**config.mk**
```make
export PLATFORM = sky130hd
export DESIGN_NAME = rsm_top
export DESIGN_NICKNAME = d
export VERILOG_FILES = /design/src/verilog/rsm_pkg.sv /design/src/verilog/rsm_fifo.sv /design/src/verilog/rsm_top.sv
export SDC_FILE = /design/constraint.sdc
export NUM_CORES = 2
export LEC_CHECK = 0
export BUFFER_PORTS_ARGS = -buffer_cell sky130_fd_sc_hd__buf_4
export CORE_UTILIZATION = 40
export DETAILED_ROUTE_END_ITERATION = 10
export HOLD_SLACK_MARGIN = 0.1
export MAX_ROUTING_LAYER = met4
export PLACE_DENSITY = 0.56
export SYNTH_ARGS = -nofsm -noshare
export SYNTH_HDL_FRONTEND = slang
export SYNTH_HIERARCHICAL = 1
export SYNTH_SLANG_ARGS = --single-unit
```
**constraint.sdc**
```tcl
create_clock -name clk_sys_i -period 4.7 [get_ports clk_sys_i]
set_input_delay 0.47 -clock clk_sys_i [delete_from_list [all_inputs] [get_ports clk_sys_i]]
set_output_delay 0.47 -clock clk_sys_i [all_outputs]
set_load 0.005 [all_outputs]
```
**src/verilog/rsm_pkg.sv**
```systemverilog
// package: constants, modes and carrier types of the radio serial slave and mode control
package rsm_pkg;
  localparam int unsigned CLK_MHZ = 250;
  localparam int unsigned ADDR_W = 6;
  localparam int unsigned HDR_DIR_BIT = 7;
  localparam int unsigned WORD_W = 16;
  localparam int unsigned NUM_REGS = 64;
  localparam int unsigned MIN_BURSTS = 3;
  localparam int unsigned BURST_BITS = 8;
  localparam int unsigned CLOCK_OUTPUT_PIN_EN_REG = 7;
  localparam int unsigned CLOCK_OUTPUT_PIN_EN_BIT = 9;
  localparam int unsigned PWR_REG = 12;
  localparam logic [15:0] PWR_NOMINAL = 16'h00BC;
  localparam logic [15:0] PWR_MAXIMUM = 16'h00FF;
  localparam int unsigned CMD_REG = 1;
  localparam logic [15:0] CMD_HIBERNATE = 16'h0001;
  localparam logic [15:0] CMD_DOZE = 16'h0002;
  localparam logic [15:0] CMD_RECEIVE = 16'h0004;
  localparam logic [15:0] CMD_TRANSMIT = 16'h0008;
  localparam int unsigned OFF_IDLE_MS = 10;
  localparam int unsigned HIB_IDLE_MS = 7;
  localparam int unsigned DOZE_IDLE_US = 300;
  localparam int unsigned RXTX_EN_US = 144;
  localparam int unsigned OFF_IDLE_CYC = OFF_IDLE_MS * 1000 * CLK_MHZ;
  localparam int unsigned HIB_IDLE_CYC = HIB_IDLE_MS * 1000 * CLK_MHZ;
  localparam int unsigned DOZE_IDLE_CYC = DOZE_IDLE_US * CLK_MHZ;
  localparam int unsigned RXTX_EN_CYC = RXTX_EN_US * CLK_MHZ;
  localparam int unsigned FIFO_DEPTH = 16;

  typedef enum logic [2:0] {
    RSM_OFF = 3'b000,
    RSM_IDLE = 3'b001,
    RSM_WARM = 3'b011,
    RSM_RX = 3'b010,
    RSM_TX = 3'b110,
    RSM_HIB = 3'b111,
    RSM_DOZE = 3'b101
  } rsm_mode_e;

  typedef struct packed {
    logic [ADDR_W-1:0] addr;
    logic [WORD_W-1:0] data;
  } rsm_wr_s;
endpackage

```
**src/verilog/rsm_fifo.sv**
```systemverilog
// small synchronous fifo with valid/ready on both sides
`timescale 1ns/1ps
module rsm_fifo #(
  parameter int unsigned WIDTH = 22,
  parameter int unsigned DEPTH = 16
) (
  // clock and reset
  input wire logic clk_sys_i,
  input wire logic reset_i,
  // fill side
  input wire logic in_valid_i,
  output logic in_ready_o,
  input wire logic [WIDTH-1:0] in_data_i,
  // drain side
  output logic out_valid_o,
  input wire logic out_ready_i,
  output logic [WIDTH-1:0] out_data_o
);
  localparam int unsigned AW = $clog2(DEPTH);
  logic [WIDTH-1:0] mem_reg [DEPTH];
  logic [AW-1:0] wp_reg;
  logic [AW-1:0] rp_reg;
  logic [AW:0] cnt_reg;
  wire push = in_valid_i && in_ready_o;
  wire pop = out_valid_o && out_ready_i;
  assign in_ready_o = (cnt_reg != (AW+1)'(DEPTH));
  assign out_valid_o = (cnt_reg != '0);
  assign out_data_o = mem_reg[rp_reg];
  always_ff @(posedge clk_sys_i) begin
    if (reset_i) begin
      wp_reg <= '0;
      rp_reg <= '0;
      cnt_reg <= '0;
    end else begin
      if (push) begin
        mem_reg[wp_reg] <= in_data_i;
        wp_reg <= wp_reg + 1'b1;
      end
      if (pop) rp_reg <= rp_reg + 1'b1;
      cnt_reg <= cnt_reg + (AW+1)'(push) - (AW+1)'(pop);
    end
  end
endmodule

```
**src/verilog/rsm_top.sv**
```systemverilog
// serial slave port and operating mode control of the radio transceiver
`timescale 1ns/1ps
module rsm_top
  import rsm_pkg::*;
#(
  parameter int unsigned OFF_CYC = rsm_pkg::OFF_IDLE_CYC,
  parameter int unsigned HIB_CYC = rsm_pkg::HIB_IDLE_CYC,
  parameter int unsigned DOZE_CYC = rsm_pkg::DOZE_IDLE_CYC,
  parameter int unsigned RXTX_CYC = rsm_pkg::RXTX_EN_CYC,
  parameter int unsigned CLOCK_OUTPUT_PIN_DIV = 125
) (
  // clock and reset
  input wire logic clk_sys_i,
  input wire logic reset_i,
  // serial port, sampled as synchronous inputs
  input wire logic cs_n_i,
  input wire logic serial_clock_i,
  input wire logic mosi_i,
  output logic miso_o,
  output logic miso_oe_o,
  // mode control
  input wire logic wake_attention_n_i,
  input wire logic radio_sequence_trigger_i,
  input wire logic doze_timer_match_i,
  input wire logic clock_output_pin_slow_i,
  // status and outputs
  output logic clock_output_pin_o,
  output logic clock_output_pin_oe_o,
  output logic irq_n_o,
  output logic irq_oe_o,
  output logic outputs_oe_o,
  output rsm_pkg::rsm_mode_e mode_o,
  output logic rx_on_o,
  output logic tx_on_o,
  output logic [1:0] tx_power_o,
  output logic frame_error_o
);
  import rsm_pkg::*;
  localparam int unsigned TW = 32;

  //////////////////////////////////////////////////////////////////////////////
  // serial edge detection on the system clock
  logic sclk_d_reg;
  logic cs_d_reg;
  always_ff @(posedge clk_sys_i) begin
    if (reset_i) begin
      sclk_d_reg <= 1'b0;
      cs_d_reg <= 1'b1;
    end else begin
      sclk_d_reg <= serial_clock_i;
      cs_d_reg <= cs_n_i;
    end
  end
  rsm_mode_e mode_reg;
  wire port_on = (mode_reg != RSM_OFF) && (mode_reg != RSM_HIB) && (mode_reg != RSM_DOZE);
  // core domain moves only while the port is on, so not in doze although the oscillator runs
  wire core_en = port_on;
  logic [WORD_W-1:0] regs_reg [NUM_REGS];
  wire sel = !cs_n_i && port_on;
  wire cs_fall = cs_d_reg && !cs_n_i;
  wire cs_rise = !cs_d_reg && cs_n_i;
  wire sclk_rise = sel && serial_clock_i && !sclk_d_reg;
  wire sclk_fall = sel && !serial_clock_i && sclk_d_reg;

  //////////////////////////////////////////////////////////////////////////////
  // burst shifting
  logic [7:0] rx_sh_reg;
  logic [2:0] bit_reg;
  logic [7:0] byte_cnt_reg;
  logic dir_rd_reg;
  logic [ADDR_W-1:0] addr_reg;
  logic [7:0] hi_byte_reg;
  logic [7:0] tx_sh_reg;
  logic live_reg;
  wire [7:0] rx_byte = {rx_sh_reg[6:0], mosi_i};
  wire byte_done = sclk_rise && (bit_reg == 3'd7);
  wire is_hdr = (byte_cnt_reg == 8'd0);
  wire low_byte = byte_done && !is_hdr && !byte_cnt_reg[0];
  wire [WORD_W-1:0] rd_word;
  wire wr_fire = low_byte && !dir_rd_reg && live_reg;
  // reads walk forward one word per byte pair, like writes
  wire rd_next = low_byte && dir_rd_reg;
  wire [ADDR_W-1:0] addr_inc = addr_reg + 1'b1;
  wire [WORD_W-1:0] first_word = regs_reg[rx_byte[ADDR_W-1:0]];
  wire [WORD_W-1:0] next_word = regs_reg[addr_inc];
  wire fifo_ready;
  always_ff @(posedge clk_sys_i) begin
    if (reset_i || cs_fall || !sel) begin
      bit_reg <= '0;
      byte_cnt_reg <= '0;
      rx_sh_reg <= '0;
      live_reg <= sel || cs_fall;
    end else if (sclk_rise) begin
      rx_sh_reg <= rx_byte;
      bit_reg <= bit_reg + 3'd1;
      if (byte_done) begin
        byte_cnt_reg <= byte_cnt_reg + 8'd1;
        if (wr_fire && !fifo_ready) live_reg <= 1'b0;
      end
    end
  end
  always_ff @(posedge clk_sys_i) begin
    if (reset_i) begin
      dir_rd_reg <= 1'b0;
      addr_reg <= '0;
      hi_byte_reg <= '0;
    end else if (byte_done && is_hdr) begin
      dir_rd_reg <= rx_byte[HDR_DIR_BIT];
      addr_reg <= rx_byte[ADDR_W-1:0];
    end else if (byte_done && byte_cnt_reg[0]) begin
      hi_byte_reg <= rx_byte;
    end else if (wr_fire || rd_next) begin
      addr_reg <= addr_inc; // sequential words both ways
    end
  end
  // read data shifts out on falling edges; miso stays low on write bursts
  wire load_hi = byte_done && dir_rd_reg && byte_cnt_reg[0];
  wire load_first = byte_done && is_hdr && rx_byte[HDR_DIR_BIT];
  always_ff @(posedge clk_sys_i) begin
    if (reset_i || !sel) begin
      tx_sh_reg <= '0;
    end else if (load_first) begin
      tx_sh_reg <= first_word[15:8];
    end else if (load_hi) begin
      tx_sh_reg <= rd_word[7:0];
    end else if (rd_next) begin
      tx_sh_reg <= next_word[15:8];
    end else if (sclk_fall && bit_reg != 3'd0) begin
      tx_sh_reg <= {tx_sh_reg[6:0], 1'b0};
    end
  end
  // miso only carries data when the header asked for a read
  assign miso_o = tx_sh_reg[7] && dir_rd_reg && !is_hdr;
  assign miso_oe_o = sel;

  // frame check on release of chip select
  logic frame_err_reg;
  wire bad_frame = (byte_cnt_reg < 8'(MIN_BURSTS)) || !byte_cnt_reg[0] || (bit_reg != 3'd0);
  always_ff @(posedge clk_sys_i) begin
    if (reset_i || cs_fall) frame_err_reg <= 1'b0;
    else if (cs_rise && port_on) frame_err_reg <= bad_frame;
  end
  assign frame_error_o = frame_err_reg;

  //////////////////////////////////////////////////////////////////////////////
  // write fifo toward the core register file
  rsm_wr_s fifo_in;
  rsm_wr_s fifo_out;
  logic fifo_valid;
  assign fifo_in = '{addr: addr_reg, data: {hi_byte_reg, rx_byte}};
  rsm_fifo #(.WIDTH($bits(rsm_wr_s)), .DEPTH(FIFO_DEPTH)) u_fifo (
    .clk_sys_i(clk_sys_i),
    .reset_i(reset_i),
    .in_valid_i(wr_fire),
    .in_ready_o(fifo_ready),
    .in_data_i(fifo_in),
    .out_valid_o(fifo_valid),
    .out_ready_i(core_en),
    .out_data_o(fifo_out)
  );
  wire core_wr = fifo_valid && core_en;
  wire cmd_wr = core_wr && (fifo_out.addr == ADDR_W'(CMD_REG));
  always_ff @(posedge clk_sys_i) begin
    if (reset_i) begin
      for (int i = 0; i < NUM_REGS; i++) regs_reg[i] <= '0;
    end else if (core_wr) begin
      regs_reg[fifo_out.addr] <= fifo_out.data;
    end
  end
  function automatic logic [WORD_W-1:0] rd_word_at(input logic [ADDR_W-1:0] a);
    rd_word_at = regs_reg[a];
  endfunction
  assign rd_word = rd_word_at(addr_reg);
  wire [WORD_W-1:0] pwr_word = regs_reg[PWR_REG];
  assign tx_power_o = (pwr_word == PWR_MAXIMUM) ? 2'd2 :
                      (pwr_word == PWR_NOMINAL) ? 2'd1 : 2'd0;

  //////////////////////////////////////////////////////////////////////////////
  // operating modes
  logic [TW-1:0] tmr_reg;
  logic trig_d_reg;
  logic pend_rx_reg;
  wire trig_rise = radio_sequence_trigger_i && !trig_d_reg;
  wire tmr_zero = (tmr_reg == '0);
  rsm_mode_e mode_next;
  logic [TW-1:0] tmr_next;
  always_comb begin
    mode_next = mode_reg;
    tmr_next = tmr_zero ? tmr_reg : tmr_reg - 1'b1;
    unique case (mode_reg)
      RSM_OFF: if (tmr_zero) mode_next = RSM_IDLE;
      RSM_IDLE: begin
        if (cmd_wr && fifo_out.data == CMD_HIBERNATE) begin
          mode_next = RSM_HIB;
        end else if (cmd_wr && fifo_out.data == CMD_DOZE) begin
          mode_next = RSM_DOZE;
        end else if (trig_rise) begin
          mode_next = RSM_WARM;
          tmr_next = TW'(RXTX_CYC);
        end
      end
      RSM_WARM: begin
        if (!radio_sequence_trigger_i) mode_next = RSM_IDLE;
        else if (tmr_zero) mode_next = pend_rx_reg ? RSM_RX : RSM_TX;
      end
      RSM_RX, RSM_TX: if (!radio_sequence_trigger_i) mode_next = RSM_IDLE;
      RSM_HIB: begin
        // load once; a held attention level must not restart the count
        if (!wake_attention_n_i && tmr_zero) tmr_next = TW'(HIB_CYC);
        if (tmr_reg == TW'(1)) mode_next = RSM_IDLE;
      end
      RSM_DOZE: begin
        if ((!wake_attention_n_i || doze_timer_match_i) && tmr_zero) begin
          tmr_next = TW'(DOZE_CYC);
        end
        if (tmr_reg == TW'(1)) mode_next = RSM_IDLE;
      end
      default: mode_next = RSM_IDLE;
    endcase
  end
  always_ff @(posedge clk_sys_i) begin
    if (reset_i) begin
      mode_reg <= RSM_OFF;
      tmr_reg <= TW'(OFF_CYC);
      trig_d_reg <= 1'b0;
      pend_rx_reg <= 1'b1;
    end else begin
      mode_reg <= mode_next;
      tmr_reg <= tmr_next;
      trig_d_reg <= radio_sequence_trigger_i;
      if (cmd_wr && fifo_out.data == CMD_RECEIVE) pend_rx_reg <= 1'b1;
      if (cmd_wr && fifo_out.data == CMD_TRANSMIT) pend_rx_reg <= 1'b0;
    end
  end
  assign mode_o = mode_reg;
  assign rx_on_o = (mode_reg == RSM_RX);
  assign tx_on_o = (mode_reg == RSM_TX);

  //////////////////////////////////////////////////////////////////////////////
  // clock output divider; oscillator stops in hibernate
  logic [15:0] div_reg;
  logic clock_output_pin_reg;
  wire osc_on = (mode_reg != RSM_OFF) && (mode_reg != RSM_HIB);
  always_ff @(posedge clk_sys_i) begin
    if (reset_i || !osc_on) begin
      div_reg <= '0;
      clock_output_pin_reg <= 1'b0;
    end else if (div_reg == 16'(CLOCK_OUTPUT_PIN_DIV - 1)) begin
      div_reg <= '0;
      clock_output_pin_reg <= !clock_output_pin_reg;
    end else begin
      div_reg <= div_reg + 16'h0001;
    end
  end
  wire clock_output_pin_en_bit = regs_reg[CLOCK_OUTPUT_PIN_EN_REG][CLOCK_OUTPUT_PIN_EN_BIT];
  wire clock_output_pin_allowed = (mode_reg == RSM_DOZE) ? (clock_output_pin_en_bit && clock_output_pin_slow_i) : osc_on;
  assign clock_output_pin_o = clock_output_pin_reg && clock_output_pin_allowed;
  assign clock_output_pin_oe_o = clock_output_pin_allowed;
  assign outputs_oe_o = (mode_reg != RSM_OFF);
  assign irq_oe_o = (mode_reg != RSM_OFF);
  assign irq_n_o = 1'b1;

  //////////////////////////////////////////////////////////////////////////////
  // checks
  mode_off_a: assert property (@(posedge clk_sys_i) disable iff (reset_i)
    (mode_reg == RSM_OFF) |-> !irq_oe_o && !miso_oe_o && !clock_output_pin_oe_o)
    else $error("output driven in off mode");
  lp_miso_a: assert property (@(posedge clk_sys_i) disable iff (reset_i)
    (mode_reg == RSM_HIB || mode_reg == RSM_DOZE) |-> !miso_oe_o)
    else $error("serial port active in low power mode");
  desel_miso_a: assert property (@(posedge clk_sys_i) disable iff (reset_i)
    cs_n_i |-> !miso_oe_o)
    else $error("miso driven while deselected");
  trig_idle_a: assert property (@(posedge clk_sys_i) disable iff (reset_i)
    (!radio_sequence_trigger_i && (mode_reg == RSM_RX || mode_reg == RSM_TX))
    |=> mode_reg == RSM_IDLE)
    else $error("trigger low did not force idle");
  warm_start_a: assert property (@(posedge clk_sys_i) disable iff (reset_i)
    (mode_reg == RSM_IDLE && mode_next == RSM_WARM) |=> tmr_reg == TW'(RXTX_CYC))
    else $error("warm up not loaded with enable time");
  write_only_a: assert property (@(posedge clk_sys_i) disable iff (reset_i)
    (!dir_rd_reg || is_hdr) |-> !miso_o)
    else $error("miso active during write burst");
  power_code_a: assert property (@(posedge clk_sys_i) disable iff (reset_i)
    (pwr_word == PWR_MAXIMUM) |-> tx_power_o == 2'd2)
    else $error("power code not decoded");
  doze_clock_output_pin_a: assert property (@(posedge clk_sys_i) disable iff (reset_i)
    (mode_reg == RSM_DOZE && !clock_output_pin_en_bit) |-> !clock_output_pin_oe_o)
    else $error("clock output in doze without enable");
  hdr_latch_a: assert property (@(posedge clk_sys_i) disable iff (reset_i)
    (byte_done && is_hdr) |=> dir_rd_reg == $past(rx_byte[HDR_DIR_BIT]))
    else $error("direction not taken from header");
  rd_step_a: assert property (@(posedge clk_sys_i) disable iff (reset_i)
    rd_next |=> addr_reg == $past(addr_inc))
    else $error("read address did not advance");
  rd_c: cover property (@(posedge clk_sys_i) disable iff (reset_i) rd_next);
  rx_c: cover property (@(posedge clk_sys_i) disable iff (reset_i) mode_reg == RSM_RX);
  wr_c: cover property (@(posedge clk_sys_i) disable iff (reset_i) core_wr);
  hib_c: cover property (@(posedge clk_sys_i) disable iff (reset_i)
    mode_reg == RSM_HIB ##1 mode_reg == RSM_IDLE);
endmodule

```
==> impl_metrics.json <==
{
  "status": "complete, no violations",
  "synth-xor-area-share_pct": 0.818,
  "peakVddDrop_mv": 0.315,
  "ctsResizeCount": 0,
  "crit_arrival_ns": 5.08,
  "cp.depth": 10,
  "synth_compound_area_share_pct": 3.24,
  "clock_sinks": 1498,
  "setup_tns_ns": 0,
  "hold_depth": 5,
  "synth_fa_ha_area_share_pct": 0.401,
  "synth_top_family_by_area": "multiplexers",
  "die_x_um": 422,
  "io_pins": 24,
  "post-route-period-util_pct": 92.6,
  "ys_seq_area_share_pct": 62.1,
  "viasPerCell": 5.84,
  "grt_pass1_vias": 41200,
  "wl_mm": 216,
  "cellLeakagePower_uw": 0.0276,
  "area_growth_pct": 14.0,
  "ys.flop_type": "edfxtp_1",
  "drive_gt1_share_pct": 24.8,
  "syn-num-nets": 4633,
  "cts_tree": "built",
  "mostFrequentLayoutCell": "edfxtp_1",
  "power_density_nw_per_um2": 373,
  "dp_slack_ns": 0.334,
  "synth-seq-cells": 1498,
  "grt_max_degree": 67,
  "path_buf_inv": 1,
  "cts_buffer_depth": 3,
  "finalMaxSlewViolations": 0,
  "yosys_warnings": 6,
  "root_buffer": "clkbuf_16",
  "fillCellCount": 15100,
  "end_kind": "flop",
  "synthSimpleGateAreaFrac_pct": 13.1,
  "drtIter0Drc": 4718,
  "holdPathEnd": "tmr_reg[16]",
  "synth.area.mux_share_pct": 17.7,
  "rrSetupSlack_ns": 0.35,
  "reg2reg_depth": 10,
  "synth_cells": 4602,
  "cpMaxStageDelayCell": "or3_1",
  "die_h_um": 422,
  "hpwl_mm": 138,
  "core_area_um2": 175000,
  "hp-class": "input pin to flop",
  "clock_latency_ns": 0.84,
  "setup_ws_ns": 0.349,
  "cpPeakStageDelay_ns": 0.64,
  "finalCriticalPeriod_ns": 4.35,
  "largest_reg_flops": 1024,
  "grt_pass1_wl_mm": 310,
  "drtAntennaViolNets": 0,
  "finalHoldViolCount": 0,
  "synth_area_leaders": "edfxtp_1 59%, mux4_2 16%, and2_1 8.7%, dfxtp_1 3.4%, mux2i_1 1.7%",
  "groute.usage.overall_pct": 24.9,
  "final_cell_mix": "1377 x edfxtp_1, 984 x and2_1, 499 x mux4_2, 294 x buf_4, 190 x nor2_1",
  "relSlewSlack_pct": 13.6,
  "power_uw": 30000,
  "wl_per_cell_um": 30.3,
  "cts_buffers": 163,
  "synth_edf_count": 1377,
  "netlist_area_um2": 70500,
  "htree_levels": 4,
  "die_area_um2": 178000,
  "r2r_end": "tmr_reg[1]",
  "synth_area_leader_cell": "edfxtp_1",
  "fin_nets": 4717,
  "worstPathRequired_ns": 5.43,
  "syn_avg_cell_area_um2": 15.3,
  "start_util_pct": 40.4,
  "num_rows": 153,
  "synth.distinct_cells": 90,
  "drc_errors": 0,
  "setup_viol": 0,
  "vias": 41700,
  "crit_path_start_kind": "flop",
  "tightest_slew_ns": 1.29,
  "antenna_found_initial": 9,
  "cap_violations": 0,
  "critPathMaxFanout": 18,
  "async_reset_ff_share_pct": 0,
  "place_congestion": 0.931,
  "register_area_um2": 43800,
  "rsz0062_at_grt": "false",
  "critical_path_class": "flop to flop",
  "fmax_mhz": 230,
  "netlist.area_leader.share_pct": 58.6,
  "first_pass_iters": 5,
  "cp_top_family": "simple AND/OR/NAND/NOR gates",
  "cts.clk_slew.worst_paths_ns": 0.06,
  "clock_skew_ns": 0.0652,
  "crit_path_cell_trace": "buf_4, mux4_2, a22oi_2, nand2_1, or3b_1, or4_4, nor4_4, nor4b_1, or3_1, a211oi_1",
  "overflow": 0,
  "multi_input_area_um2": 25200,
  "io_buffers": 22,
  "worstHoldStart": "doze_timer_match_i"
}
logic make-up (layout without fill, tap and decap cells):
group                    count (synthesis)  in the layout
AO/OA/AOI/OAI                          336            336
XOR/XNOR                                65             65
multiplexers                           626            626
other                                    1              7
AND/OR/NAND/NOR                       1609           1609
flip-flops                            1498           1498
buffers and inverters                  445            662
adder cells (fa/ha/maj)                 22             22
cell usage after synthesis (8+ instances only):
library cell  count
a22oi_2          20
buf_1            25
o21ai_0          99
and3_1           19
or2_2            11
and2_1          983
nand3b_1          8
a31oi_1          13
buf_2            62
a21oi_1          57
xnor2_1          33
mux2_2            9
ha_1             21
a22oi_1          37
nor2_1          191
nor4_1           24
nor3_1           89
inv_1            33
nand2_1         126
buf_4            18
a221oi_1         18
edfxtp_1       1377
dfxtp_1         121
nand2b_1         12
or3_1            18
nand4_1          11
clkbuf_1        296
nand3_1          56
o22ai_1          17
nor2b_1          24
mux4_2          499
a211oi_1         15
xor2_1           31
mux2i_1         118
how the worst max path moves through the flow:
stage               startpoint         endpoint  slack (ns)
floorplan                 flop  regs_reg[26][0]        0.58
global placement          flop       tmr_reg[1]        0.38
detailed placement        flop       tmr_reg[1]        0.33
CTS                       flop       tmr_reg[1]        0.30
global route              flop       tmr_reg[1]        0.10
finish                    flop       tmr_reg[1]        0.35
metrics by stage:
step | hold slack, ns | cell area (um^2) | utilization (%) | std cells
floorplan | 0.458 | 70500 | - | 4602
global placement | 0.475 | 74700 | 42.8 | 6839
detailed placement | 0.488 | 74700 | 42.8 | 6839
CTS | 0.131 | 80400 | 46.0 | 7144
global route | 0.179 | 80400 | 46.1 | 7147
finish | 0.177 | 80400 | 46.1 | 7150
worst reg2reg max path, cell delays in order (launching register included):
cell and delay [ns]:
dfxtp_4 0.58, buf_4 0.26, mux4_2 0.51, a22oi_2 0.20
nand2_1 0.25, or3b_1 0.48, or4_4 0.50, nor4_4 0.38
nor4b_1 0.18, or3_1 0.64, a211oi_1 0.29
area by class of cell:
class	count	area share, %
multi-input cells	2659	31.3
well taps	2325	3.62
diodes	6	0.0187
clock inverters	97	1.59
clock buffers	201	5.36
inverters	37	0.174
repair buffers	327	3.47
flip-flops and latches	1498	54.5
routing by layer:
| layer | GRT usage [%] | wire length [um] | up-vias |
|---|---|---|---|
| met3 | 4.54 | 16400 | 336 |
| met4 | 8.61 | 7550 | 0 |
| met1 | 33.9 | 91600 | 21900 |
| li1 | - | - | 17700 |
| met2 | 37.7 | 101000 | 1768 |
| met5 | - | 0 | - |
what timing repair did:
item,in CTS,in global routing
hold buffers,7,0
buffers inserted,0,0
hold endpoints to repair,32,0
report_power, final:
group / internal, uW / switching, uW / leakage [uW]
combinational: 587 / 870 / 0.00982
clock: 7840 / 5600 / 0.00270
sequential: 14900 / 209 / 0.0151
total: 23300 / 6680 / 0.0276
Note: power is estimated with default switching activity, not from simulation.
